$ cat src/dual_conv_pkg.sv
// Shared constants, types and register map of the dual converter output control block.
package dual_conv_pkg;

	// ****************************************************************
	// Data widths and code values
	// ****************************************************************
	localparam int RESULT_W = 10;
	localparam int ACC_W = 15;
	localparam int AVG_SHIFT = 5;
	localparam logic [10:0] MID_SCALE = 11'h200;
	localparam logic [9:0] CODE_MAX = 10'h3ff;

	// ****************************************************************
	// Correction sequence timing
	// ****************************************************************
	localparam logic [5:0] CORR_CYCLES = 6'h22;
	localparam logic [5:0] CORR_FIRST_ACC = 6'h01;
	localparam logic [5:0] CORR_LAST_ACC = 6'h20;

	// ****************************************************************
	// Wake-up timing; longest times round down to whole cycles
	// ****************************************************************
	localparam int CLK_PERIOD_NS = 8;
	localparam int STANDBY_WAKE_NS = 800;
	localparam int POWER_DOWN_WAKE_NS = 1000000;
	localparam int STANDBY_WAKE_CYCLES = STANDBY_WAKE_NS / CLK_PERIOD_NS;
	localparam int POWER_DOWN_WAKE_CYCLES = POWER_DOWN_WAKE_NS / CLK_PERIOD_NS;
	localparam int WAKE_W = 17;

	// ****************************************************************
	// Register map and fields
	// ****************************************************************
	localparam logic [3:0] CTRL_OFFSET = 4'h0;
	localparam logic [3:0] STATUS_OFFSET = 4'h4;
	localparam logic [3:0] OFFSET_EST_OFFSET = 4'h8;
	localparam int CTRL_START_BIT = 0;
	localparam int STATUS_CORR_BIT = 2;
	localparam int STATUS_VALID_BIT = 3;
	localparam int OFFSET_SECOND_LSB = 16;
	localparam logic [1:0] RESP_OKAY = 2'h0;
	localparam logic [1:0] RESP_SLVERR = 2'h2;

	// ****************************************************************
	// Types
	// ****************************************************************
	typedef enum logic [1:0]
	{
		PWR_NORMAL = 2'b00,
		PWR_STANDBY = 2'b01,
		PWR_DOWN = 2'b10,
		PWR_WAKE = 2'b11
	} power_state_t;

	typedef struct packed
	{
		logic bus_select;
		logic offset_correct_start;
		logic output_format_select;
		logic standby_request;
		logic power_down_request;
	} control_pins_t;

	typedef struct packed
	{
		logic [9:0] first_channel;
		logic [9:0] second_channel;
	} sample_pair_t;

endpackage

$ cat src/dual_conv_ctrl.sv
// Digital control and output logic of a dual 10-bit sampling converter with an AXI4-Lite status port.
//
// Contract
// - Sample both channels on falling clock edge.
// - Bus select high: both buses carry results.
// - Bus select low: interleave, second bus low.
// - Correction start rising edge: 34-cycle sequence.
// - Average 32 conversions per converter as offset.
// - Subtract offset from later conversions.
// - Format low offset binary, high two's complement.
// - Format change may corrupt one or two words.
// - Both low normal; standby alone enters standby.
// - Resume within 800 ns after standby.
// - Power-down; resume under 1 ms after release; code: first pair 1 ms plus one cycle after the release edge.
// - Power-down dominates when both are high.
// - Bit zero least, bit nine most significant.
// - Parallel words update after rising clock edge.
// - Muxed: indicator high first, low second.
// - Indicator rises to first, falls to second.
// - Parallel: indicator rises when data changes.
`timescale 1ns/1ps

module dual_conv_ctrl #(
	parameter int POWER_DOWN_WAKE = dual_conv_pkg::POWER_DOWN_WAKE_CYCLES
)
(
	// Clock, reset and clock enable.
	input wire logic clk,
	input wire logic rst_n,
	input wire logic clk_en,
	// Static control pins and raw conversion codes from the two cores.
	input wire dual_conv_pkg::control_pins_t control_pins,
	input wire dual_conv_pkg::sample_pair_t raw_codes,
	// Result buses and channel indicator.
	output logic [9:0] first_channel_result_bus,
	output logic [9:0] second_channel_result_bus,
	output logic channel_indicator,
	// AXI4-Lite write channels.
	input wire logic [3:0] s_axi_awaddr,
	input wire logic s_axi_awvalid,
	output logic s_axi_awready,
	input wire logic [31:0] s_axi_wdata,
	input wire logic [3:0] s_axi_wstrb,
	input wire logic s_axi_wvalid,
	output logic s_axi_wready,
	output logic [1:0] s_axi_bresp,
	output logic s_axi_bvalid,
	input wire logic s_axi_bready,
	// AXI4-Lite read channels.
	input wire logic [3:0] s_axi_araddr,
	input wire logic s_axi_arvalid,
	output logic s_axi_arready,
	output logic [31:0] s_axi_rdata,
	output logic [1:0] s_axi_rresp,
	output logic s_axi_rvalid,
	input wire logic s_axi_rready
);

	// ****************************************************************
	// Helpers
	// ****************************************************************

	// Removes the offset, clamps to the code range and applies the output format.
	function automatic logic [9:0] correct_code(input logic [9:0] raw, input logic [10:0] off, input logic fmt);
		logic [11:0] diff;
		logic [9:0] clamped;
		diff = {2'b00, raw} - {off[10], off};
		if (diff[11])
			clamped = 10'h000;
		else if (diff[10])
			clamped = dual_conv_pkg::CODE_MAX;
		else
			clamped = diff[9:0];
		// Two's complement differs from offset binary only in the sign bit.
		correct_code = fmt ? {~clamped[9], clamped[8:0]} : clamped;
	endfunction

	// ****************************************************************
	// Sampling
	// ****************************************************************

	// Both cores are captured together on the falling edge, half a cycle before processing.
	dual_conv_pkg::sample_pair_t sampled;
	always_ff @(negedge clk or negedge rst_n)
	begin
		if (!rst_n)
			sampled <= '0;
		else if (clk_en)
			sampled <= raw_codes;
	end

	// ****************************************************************
	// Power modes and offset correction
	// ****************************************************************
	dual_conv_pkg::power_state_t pwr_state, next_pwr_state;
	logic [16:0] wake_count, next_wake_count;
	logic correcting, next_correcting;
	logic [5:0] corr_count, next_corr_count;
	logic [14:0] acc_first, next_acc_first;
	logic [14:0] acc_second, next_acc_second;
	logic [10:0] off_first, next_off_first;
	logic [10:0] off_second, next_off_second;
	logic off_valid, next_off_valid;
	logic start_prev, next_start_prev;
	logic soft_start;

	// Mode selection, wake timing and the averaging sequence.
	always_comb
	begin
		next_pwr_state = pwr_state;
		next_wake_count = wake_count;
		next_correcting = correcting;
		next_corr_count = corr_count;
		next_acc_first = acc_first;
		next_acc_second = acc_second;
		next_off_first = off_first;
		next_off_second = off_second;
		next_off_valid = off_valid;
		next_start_prev = control_pins.offset_correct_start;
		if (control_pins.power_down_request)
		begin
			next_pwr_state = dual_conv_pkg::PWR_DOWN;
			next_wake_count = POWER_DOWN_WAKE[16:0] - 17'h00001;
		end
		else if (control_pins.standby_request)
		begin
			// Standby from power-down keeps the power-down recovery count for its first cycle only; later standby cycles load the standby count.
			// The release edge and the final wake edge are part of the budget, so two cycles come off the count.
			if (pwr_state != dual_conv_pkg::PWR_DOWN)
				next_wake_count = 17'(dual_conv_pkg::STANDBY_WAKE_CYCLES - 2);
			next_pwr_state = dual_conv_pkg::PWR_STANDBY;
		end
		else
		begin
			case (pwr_state)
				dual_conv_pkg::PWR_NORMAL:
					next_pwr_state = dual_conv_pkg::PWR_NORMAL;
				dual_conv_pkg::PWR_STANDBY, dual_conv_pkg::PWR_DOWN:
					next_pwr_state = dual_conv_pkg::PWR_WAKE;
				dual_conv_pkg::PWR_WAKE:
				begin
					if (wake_count == 17'h00000)
						next_pwr_state = dual_conv_pkg::PWR_NORMAL;
					else
						next_wake_count = wake_count - 17'h00001;
				end
				default:
					next_pwr_state = dual_conv_pkg::PWR_NORMAL;
			endcase
		end
		// A sequence is only run while converting; leaving normal mode abandons it.
		if (next_pwr_state != dual_conv_pkg::PWR_NORMAL)
			next_correcting = 1'b0;
		else if (correcting)
		begin
			if ((corr_count >= dual_conv_pkg::CORR_FIRST_ACC) && (corr_count <= dual_conv_pkg::CORR_LAST_ACC))
			begin
				next_acc_first = acc_first + {5'h00, sampled.first_channel};
				next_acc_second = acc_second + {5'h00, sampled.second_channel};
			end
			if (corr_count == dual_conv_pkg::CORR_CYCLES - 6'h01)
			begin
				next_correcting = 1'b0;
				next_off_first = {1'b0, acc_first[14:5]} - dual_conv_pkg::MID_SCALE;
				next_off_second = {1'b0, acc_second[14:5]} - dual_conv_pkg::MID_SCALE;
				next_off_valid = 1'b1;
			end
			next_corr_count = corr_count + 6'h01;
		end
		else if ((control_pins.offset_correct_start && !start_prev) || soft_start)
		begin
			next_correcting = 1'b1;
			next_corr_count = 6'h00;
			next_acc_first = '0;
			next_acc_second = '0;
		end
	end

	always_ff @(posedge clk or negedge rst_n)
	begin
		if (!rst_n)
		begin
			pwr_state <= dual_conv_pkg::PWR_NORMAL;
			wake_count <= '0;
			correcting <= 1'b0;
			corr_count <= '0;
			acc_first <= '0;
			acc_second <= '0;
			off_first <= '0;
			off_second <= '0;
			off_valid <= 1'b0;
			start_prev <= 1'b0;
		end
		else if (clk_en)
		begin
			pwr_state <= next_pwr_state;
			wake_count <= next_wake_count;
			correcting <= next_correcting;
			corr_count <= next_corr_count;
			acc_first <= next_acc_first;
			acc_second <= next_acc_second;
			off_first <= next_off_first;
			off_second <= next_off_second;
			off_valid <= next_off_valid;
			start_prev <= next_start_prev;
		end
	end

	// ****************************************************************
	// Output formatting
	// ****************************************************************
	logic phase, next_phase;
	logic [9:0] held_second, next_held_second;
	logic [9:0] next_first_bus, next_second_bus;
	logic next_indicator;

	// A pair is issued every second cycle so the indicator can rise on each new pair.
	always_comb
	begin
		next_phase = 1'b0;
		next_held_second = held_second;
		next_first_bus = first_channel_result_bus;
		next_second_bus = second_channel_result_bus;
		next_indicator = 1'b0;
		if (pwr_state != dual_conv_pkg::PWR_NORMAL)
		begin
			next_first_bus = 10'h000;
			next_second_bus = 10'h000;
		end
		else if (!phase)
		begin
			// Format is sampled every pair; a change mid-stream costs at most the pair in flight.
			next_phase = 1'b1;
			next_first_bus = correct_code(sampled.first_channel, off_first,
				control_pins.output_format_select);
			next_held_second = correct_code(sampled.second_channel, off_second,
				control_pins.output_format_select);
			next_second_bus = control_pins.bus_select ? next_held_second : 10'h000;
			next_indicator = 1'b1;
		end
		else if (!control_pins.bus_select)
		begin
			next_first_bus = held_second;
			next_second_bus = 10'h000;
		end
	end

	always_ff @(posedge clk or negedge rst_n)
	begin
		if (!rst_n)
		begin
			phase <= 1'b0;
			held_second <= '0;
			first_channel_result_bus <= '0;
			second_channel_result_bus <= '0;
			channel_indicator <= 1'b0;
		end
		else if (clk_en)
		begin
			phase <= next_phase;
			held_second <= next_held_second;
			first_channel_result_bus <= next_first_bus;
			second_channel_result_bus <= next_second_bus;
			channel_indicator <= next_indicator;
		end
	end

	// ****************************************************************
	// AXI4-Lite slave
	// ****************************************************************
	logic [3:0] aw_addr, next_aw_addr;
	logic aw_full, next_aw_full;
	logic [31:0] w_data, next_w_data;
	logic w_strb0, next_w_strb0;
	logic w_full, next_w_full;
	logic next_awready, next_wready, next_bvalid, next_arready, next_rvalid, next_soft_start;
	logic [1:0] next_bresp, next_rresp;
	logic [31:0] next_rdata;

	// Address and data are taken in either order; the write lands once both are held.
	always_comb
	begin
		next_aw_addr = aw_addr;
		next_aw_full = aw_full;
		next_w_data = w_data;
		next_w_strb0 = w_strb0;
		next_w_full = w_full;
		next_bvalid = s_axi_bvalid;
		next_bresp = s_axi_bresp;
		next_arready = s_axi_arready;
		next_rvalid = s_axi_rvalid;
		next_rdata = s_axi_rdata;
		next_rresp = s_axi_rresp;
		next_soft_start = 1'b0;
		if (s_axi_awvalid && s_axi_awready)
		begin
			next_aw_addr = s_axi_awaddr;
			next_aw_full = 1'b1;
		end
		if (s_axi_wvalid && s_axi_wready)
		begin
			next_w_data = s_axi_wdata;
			next_w_strb0 = s_axi_wstrb[0];
			next_w_full = 1'b1;
		end
		if (s_axi_bvalid && s_axi_bready)
			next_bvalid = 1'b0;
		if (aw_full && w_full && !s_axi_bvalid)
		begin
			next_aw_full = 1'b0;
			next_w_full = 1'b0;
			next_bvalid = 1'b1;
			next_bresp = dual_conv_pkg::RESP_OKAY;
			if (aw_addr == dual_conv_pkg::CTRL_OFFSET)
				next_soft_start = w_strb0 && w_data[dual_conv_pkg::CTRL_START_BIT];
			else if (aw_addr != dual_conv_pkg::STATUS_OFFSET && aw_addr != dual_conv_pkg::OFFSET_EST_OFFSET)
				next_bresp = dual_conv_pkg::RESP_SLVERR;
		end
		next_awready = !next_aw_full;
		next_wready = !next_w_full;
		if (s_axi_rvalid && s_axi_rready)
		begin
			next_rvalid = 1'b0;
			next_arready = 1'b1;
		end
		if (s_axi_arvalid && s_axi_arready)
		begin
			next_arready = 1'b0;
			next_rvalid = 1'b1;
			next_rdata = 32'h00000000;
			next_rresp = dual_conv_pkg::RESP_OKAY;
			case (s_axi_araddr)
				dual_conv_pkg::CTRL_OFFSET:
					next_rdata = 32'h00000000;
				dual_conv_pkg::STATUS_OFFSET:
					next_rdata = {28'h0000000, off_valid, correcting, pwr_state};
				dual_conv_pkg::OFFSET_EST_OFFSET:
					next_rdata = {5'h00, off_second, 5'h00, off_first};
				default:
					next_rresp = dual_conv_pkg::RESP_SLVERR;
			endcase
		end
	end

	always_ff @(posedge clk or negedge rst_n)
	begin
		if (!rst_n)
		begin
			aw_addr <= '0;
			aw_full <= 1'b0;
			w_data <= '0;
			w_strb0 <= 1'b0;
			w_full <= 1'b0;
			s_axi_awready <= 1'b1;
			s_axi_wready <= 1'b1;
			s_axi_bvalid <= 1'b0;
			s_axi_bresp <= 2'h0;
			s_axi_arready <= 1'b1;
			s_axi_rvalid <= 1'b0;
			s_axi_rdata <= '0;
			s_axi_rresp <= 2'h0;
			soft_start <= 1'b0;
		end
		else if (clk_en)
		begin
			aw_addr <= next_aw_addr;
			aw_full <= next_aw_full;
			w_data <= next_w_data;
			w_strb0 <= next_w_strb0;
			w_full <= next_w_full;
			s_axi_awready <= next_awready;
			s_axi_wready <= next_wready;
			s_axi_bvalid <= next_bvalid;
			s_axi_bresp <= next_bresp;
			s_axi_arready <= next_arready;
			s_axi_rvalid <= next_rvalid;
			s_axi_rdata <= next_rdata;
			s_axi_rresp <= next_rresp;
			soft_start <= next_soft_start;
		end
	end

endmodule

$ cat config.mk
export PLATFORM = sky130hd
export DESIGN_NAME = dual_conv_ctrl
export DESIGN_NICKNAME = d
export VERILOG_FILES = /design/src/dual_conv_pkg.sv /design/src/dual_conv_ctrl.sv
export SDC_FILE = /design/constraint.sdc
export NUM_CORES = 1
export LEC_CHECK = 0
export ABC_AREA = 1
export BUFFER_PORTS_ARGS = -buffer_cell sky130_fd_sc_hd__buf_2
export CORE_MARGIN = 4
export CORE_UTILIZATION = 55
export CTS_BUF_LIST = sky130_fd_sc_hd__clkbuf_8
export DETAILED_ROUTE_END_ITERATION = 8
export PLACE_DENSITY = 0.77
export SETUP_SLACK_MARGIN = 0.02
export SKIP_CTS_REPAIR_TIMING = 1
export SYNTH_ARGS = -nofsm -noshare
export SYNTH_HDL_FRONTEND = slang
export SYNTH_SLANG_ARGS = --single-unit
$ cat constraint.sdc
create_clock -name clk -period 2.42 [get_ports clk]
set_input_delay 0.484 -clock clk [delete_from_list [all_inputs] [get_ports clk]]
set_output_delay 0.484 -clock clk [all_outputs]
set_load 0.1 [all_outputs]
Yosys cells after proc, flatten, opt, wreduce, memory -nomap -nowiden
Index checks and enable logic that the tools add are counted.

operators by class
  shifts and indexed selects = 0
  equal/unequal tests = 13
  mux-type cells = 55
  divide/modulo/power cells = 0
  $add $sub $neg = 8
  bitwise operators = 5
  $lt $le $gt $ge = 2
  $mul = 0
  reductions and logical operators = 40

operators by type and width
  operator                number
  $mux 10                 17
  $mux 17                 5
  $mux 15                 5
  $pmux 27 s2             1
  $add 15x10->15          2
  $sub 11x11->12          2
  $sub 10x10->11 const B  2
  $mux 1                  18
  $logic_not 17->1        1
  $sub 17x1->17 const B   1
  $reduce_and 2->1        7
  $mux 2                  6
  $mux 6                  2
  $reduce_and 4->1        3
  $logic_and 1x1->1       11
  $reduce_bool 2->1       5
  $logic_not 4->1         2
  $add 6x1->6 const B     1
  $eq 6x6->1 const B      1
  $ge 6x1->1 const B      1
  $le 6x6->1 const B      1
  $ne 3x2->1 const B      2
  $pmux 2 s3              1
  $reduce_and 3->1        2
  16 further kinds        24

storage, ports and cells
  output and inout bits = 62
  bits in read-only memories = 0
  input port bits = 77
  bits in latches = 0
  RAM bits = 0
  bits in registers = 181
  memories = 0

Depth between registers and ports, before layout
Gate-level depths: netlist of run 1.

  depth after elaboration = 10
  gate-level depth with buffers = 16
  mapped depth without buffers = 16

==> results of run 1 <==
## per-stage QoR
stage | power (uW) | utilization [%]
3_3_place_gp | 6270 | 66.4
3_5_place_dp | 6330 | 66.4
5_1_grt | 9350 | 76.0
6_report | 8900 | 76.0
2_1_floorplan | 5510 | -
4_1_cts | 8370 | 68.7
## power breakdown
group	leakage [uW]	total [uW]	internal [uW]	switching (uW)
Clock	0.000211	2070	1040	1020
Sequential	0.00217	3410	3130	277
Combinational	0.00457	3420	1090	2320
Total	0.00694	8900	5270	3620
## worst paths after layout
check                                  startpoint                                  endpoint  slack, ns  cells after the start
max in group asynchronous                   rst_n                   sampled[10]$_DFFE_NN0P_       0.36                      2
min in group asynchronous                   rst_n               s_axi_rdata[19]$_DFFE_PN0P_       0.53                      2
max                        sampled[0]$_DFFE_NN0P_  second_channel_result_bus[9]$_DFFE_PN0P_      -0.83                     12
min                               s_axi_awaddr[0]                    aw_addr[0]$_DFFE_PN0P_       0.23                      3
max reg2reg                sampled[0]$_DFFE_NN0P_  second_channel_result_bus[9]$_DFFE_PN0P_      -0.83                     12
min reg2reg                 off_valid$_DFFE_PN0P_                     off_valid$_DFFE_PN0P_       0.46                      2
## routing by layer
| metal | GRT usage [%] | vias to the layer above | share of wire, % |
|---|---|---|---|
| li1 | - | 4853 | - |
| met1 | 37.3 | 4959 | 42 |
| met2 | 45.4 | 399 | 49 |
| met3 | 3.36 | 73 | 5.5 |
| met4 | 8.62 | 0 | 3.2 |
| met5 | 0 | - | 0 |
## flip-flops by register name, summed over array words and instances, names as in the netlist, 2 cells and up
register                   flops
s_axi_rdata                   20
off_first                     10
corr_count                     6
acc_second                    15
off_second                    10
acc_first                     15
pwr_state                      2
sampled                       20
first_channel_result_bus      10
wake_count                    17
aw_addr                        4
second_channel_result_bus     10
held_second                   10
## critical path, cell delays in order, from the launching register on
cell and delay, ns:
dfrtn_1 0.37, inv_2 0.09, ha_4 0.12, inv_2 0.04, fa_2 0.41, nand3_2 0.09, nand4_1 0.22, nand2_4 0.25
nand3_4 0.11, nand2_2 0.09, nand2_2 0.07, nand3_2 0.07, nand2_1 0.05
## cell usage in the layout (no fill, tap or decap), drive strengths merged, types with 16 or more instances in the layout
master | synthesis | final
dfrtp | 142 | 142
a21oi | 38 | 38
inv | 137 | 140
nand4 | 25 | 25
nor2 | 102 | 102
buf | 28 | 226
o21ai | 76 | 76
nand3 | 144 | 144
ha | 51 | 51
clkbuf | 23 | 23
o31ai | 16 | 16
nand2 | 489 | 491
dfrtn | 20 | 20
## cell families after synthesis
family,count (synthesis),synth area share [%]
adders and majority gates,55,7.09
buffers and inverters,189,8.17
xor gates and xnor gates,21,1.82
and+or+nand+nor,784,33.0
other,1,0.0370
AOI/OAI and AO/OA,157,9.08
DFF,165,40.8
## final cells by class
type                    instances  area share [%]
multi-input cells            1031            48.7
inverters                     138            3.82
flip-flops and latches        165            30.2
repair buffers                228            12.2
well taps                     229            2.09
clock inverters                10           0.786
clock buffers                  22            2.21
==> impl_metrics.yaml, run 1 <==
run_status:
  status: "complete, but fails checks"
  violations: "setup timing"
placed_design:
  hpwl_microns: 21100
  place_area_sq_mm: 0.0120
  dp_cells: 1772
  place_ws_ns: -0.765
  port-buffer-count: 92
  place_congestion: 0.938
synthesis:
  synthTopCellsByArea: "dfrtp_1, nand2_1, nand3_1, ha_1, inv_1"
  synth_cells: 1372
  synth_top_area_share_pct: 35.1
  yosysMostFrequentCell: "nand2_1"
  netlist.top_cell.by_area: "dfrtp_1"
  synth_edf_count: 0
  synth_sequential_area_ratio_pct: 40.8
  ys.flop_type: "dfrtp_1"
  synthDistinctLibCells: 44
  syn_avg_cell_area_sq_um: 7.38
  synth-seq-cells: 165
  synthTopCellsByCount: "nand2_1, nand3_1, dfrtp_1, inv_1, nor2_1"
  yosysWarnings: 0
  synthArstFlopShare_pct: 100
  syn_area_sq_mm: 0.0101
power:
  ir_drop_v: 0.000851
  p_per_area_mw_per_mm2: 650
  p_leak_uw: 0.00694
sta:
  setup_tns_ns: -35.10
  drv_slew: 0
  worstMarginPinSlew_ns: 0.641
  holdWs_ns: 0.226
  rsz0062_at_grt: "true"
  setup_ws_ns: -0.825
  fin_skew_ns: 0.0645
  setup_viol: 58
  hold_viol: 0
  max_slew_margin_pct: 57.2
clocking:
  cts.sinks: 165
  clkSlewWorstSetupHoldPaths_ns: 0.09
  clock_latency_ns: 0.46
  root_buffer: "clkbuf_8"
  clockBufferDepth: 2
  cts_tree: "built"
  cts_inserted_buffers: 17
  htree_levels: 4
floorplanning:
  pin_count: 139
  row_count: 49
  die_h_microns: 144
  core_sq_mm: 0.0180
  die_w_microns: 144
  die_area_sq_mm: 0.0206
  floorplan.initialDensity_pct: 56.2
grt:
  grt_pass1_vias: 9346
  grt_max_degree: 49
  grt_overflow: 0
  grt_usage_pct: 27.2
  antenna_found_initial: 0
  grt_pass1_wl_microns: 45200
finish:
  fin_area_sq_mm: 0.0137
  regArea_sq_mm: 0.00413
  syn_to_final_growth_pct: 35.2
  diodes: 0
  fin_cells: 1823
  multi_input_area_sq_mm: 0.00667
  final_nets: 1713
  drive_above_1_share_pct: 32.4
  nFillCells: 1262
worst_hold_path:
  hp-class: "in -> reg"
detailed_routing:
  wirelength_microns: 30900
  routed_via_density: 5.64
  drc: 0
  ant_nets: 0
  drt-initial-drc-count: 907
  drtPass1Iterations: 5
  detail_route.wl_per_cell_microns: 16.9
  vias: 10300
worst_setup_path:
  required_ns: 2.78
  worstSetupStartpointType: "flip-flop"
  critPathArrivalTime_ns: 3.60
  worstPathMaxFanout: 5
  critical_path_class: "reg -> reg"
  cp-end-kind: "flip-flop"
job:
  cap_violations: 0
No activity file was read; power rests on OpenSTA's default activity.
==> inputs of run 2 (changes only) <==
- CORE_MARGIN: 4 -> default
==> run 2 against run 1 <==
Hold slack got worse by 0.011 ns. Final cell count increased by 0.55%. Critical path depth increased by 2. Sequential share of layout area about the same. Sequential power about the same. Sequential cell count unchanged. The flow still finishes with violations (setup timing).
==> impl_metrics.yaml, run 2 (synthesis results as in run 1) <==
run_status:
  status: "complete, but fails checks"
  violations: "setup timing"
placed_design:
  place_congestion: 0.918
  dp_cells: 1778
  hpwl_microns: 20600
  place_ws_ns: -0.726
  port-buffer-count: 92
detailed_routing:
  wirelength_microns: 30000
  drc: 0
  drtPass1Iterations: 5
  vias: 10100
  ant_nets: 0
  drt-initial-drc-count: 766
  routed_via_density: 5.51
  detail_route.wl_per_cell_microns: 16.4
sta:
  max_slew_margin_pct: 48.0
  worstMarginPinSlew_ns: 0.779
  setup_viol: 58
  setup_ws_ns: -0.749
  hold_viol: 0
  drv_slew: 0
  rsz0062_at_grt: "true"
  setup_tns_ns: -33.86
  fin_skew_ns: 0.0633
  holdWs_ns: 0.215
job:
  cap_violations: 0
worst_setup_path:
  rr_worst_depth: 14
  slowest_stage: "dfrtn_1"
  critPathTopFamily: "simple AND/OR/NAND/NOR gates"
  cp_slowest_stage_delay_ns: 0.39
  worst-path-stages: 14
  crit_buf_inv: 2
  critical_path_class: "reg -> reg"
  critPathArrivalTime_ns: 3.53
  critPathCapture: "acc_second[10]$_DFFE_PN0P_"
  r2r_end: "acc_second[10]$_DFFE_PN0P_"
  worstPathMaxFanout: 4
  worstSetupStartpointType: "flip-flop"
  cp-end-kind: "flip-flop"
  r2r_slack_ns: -0.75
  r2r_start: "sampled[6]$_DFFE_NN0P_"
  cp_cell_sequence: "buf_4, ha_4, buf_4, nand2_1, nor2_1, nand2_2, nand3_4, nand3_2, nand2_1, nand2_1, nand2_1, nor2_1, nand3_1, nand2_1"
  crit_top_cell: "nand2_1"
  critPathLaunch: "sampled[6]$_DFFE_NN0P_"
  required_ns: 2.78
clocking:
  clock_latency_ns: 0.47
  cts.sinks: 165
  htree_levels: 4
  cts_inserted_buffers: 17
  cts_tree: "built"
  clockBufferDepth: 2
  clkSlewWorstSetupHoldPaths_ns: 0.09
  root_buffer: "clkbuf_8"
worst_hold_path:
  hp-class: "in -> reg"
  hold_start: "s_axi_awaddr[3]"
grt:
  grt_usage_pct: 29.9
  grt_pass1_vias: 9048
  antenna_found_initial: 0
  grt_overflow: 0
  grt_pass1_wl_microns: 43700
  grt_max_degree: 51
floorplanning:
  floorplan.initialDensity_pct: 56.2
  die_w_microns: 138
  pin_count: 139
  die_h_microns: 138
  row_count: 49
  die_area_sq_mm: 0.0190
  core_sq_mm: 0.0180
finish:
  final_nets: 1723
  drive_above_1_share_pct: 32.4
  layout_common_cells: "nand2_1, dfrtp_1, inv_1, buf_4, nand3_1"
  fin_cells: 1833
  largestRegisters: "s_axi_rdata x20, sampled x20, wake_count x17"
  diodes: 0
  syn_to_final_growth_pct: 35.4
  layout_commonest_cell: "nand2_1"
power:
  total_power_uw: 8980
  p_leak_uw: 0.00698
  ir_drop_v: 0.000858
  p_per_area_mw_per_mm2: 655
==> run 2: per-layer routing <==
layer / vias to the layer above / part of all wire, % / GRT usage, %
li1: 4857 / - / -
met2: 391 / 50 / 48.7
met5: - / 0 / 0
met3: 49 / 5.9 / 4.93
met4: 0 / 2.4 / 11.2
met1: 4810 / 42 / 40.0
==> run 2: worst min-delay path by stage <==
stage	endpoint	cells after the start	slack (ns)
2_1_floorplan	acc_first[0]$_DFFE_PN0P_	0	0.19
3_3_place_gp	off_valid$_DFFE_PN0P_	2	0.44
3_5_place_dp	off_valid$_DFFE_PN0P_	2	0.44
4_1_cts	s_axi_rdata[21]$_DFFE_PN0P_	1	-0.05
5_1_grt	w_strb0$_DFFE_PN0P_	3	0.22
6_report	aw_addr[3]$_DFFE_PN0P_	3	0.22
==> run 2: metrics by stage <==
step | instance area, sq um | util (%)
2_1_floorplan | 10600 | -
3_3_place_gp | 12000 | 66.6
3_5_place_dp | 12000 | 66.6
4_1_cts | 12400 | 69.1
5_1_grt | 13700 | 76.1
6_report | 13700 | 76.1
==> run 2: area by class of cell <==
type | count | area [sq um]
clock buffers | 21 | 289
clock inverters | 11 | 148
fillers | 1287 | 4310
inverters | 138 | 523
multi-input cells | 1029 | 6560
flip-flops and latches | 165 | 4130
well taps | 229 | 287
repair buffers | 240 | 1770
==> run 2: worst register-to-register path: stages, from the launching register on <==
cell,delay [ns]
dfrtn_1,0.39
buf_4,0.17
ha_4,0.29
buf_4,0.12
nand2_1,0.08
nor2_1,0.25
nand2_2,0.11
nand3_4,0.08
nand3_2,0.07
nand2_1,0.07
nand2_1,0.06
nand2_1,0.06
nor2_1,0.04
nand3_1,0.07
nand2_1,0.05
==> run 2: power by group <==
group,internal [uW],switching (uW),total (uW)
combinational,1090,2290,3380
clock,1130,1060,2190
sequential,3130,274,3410
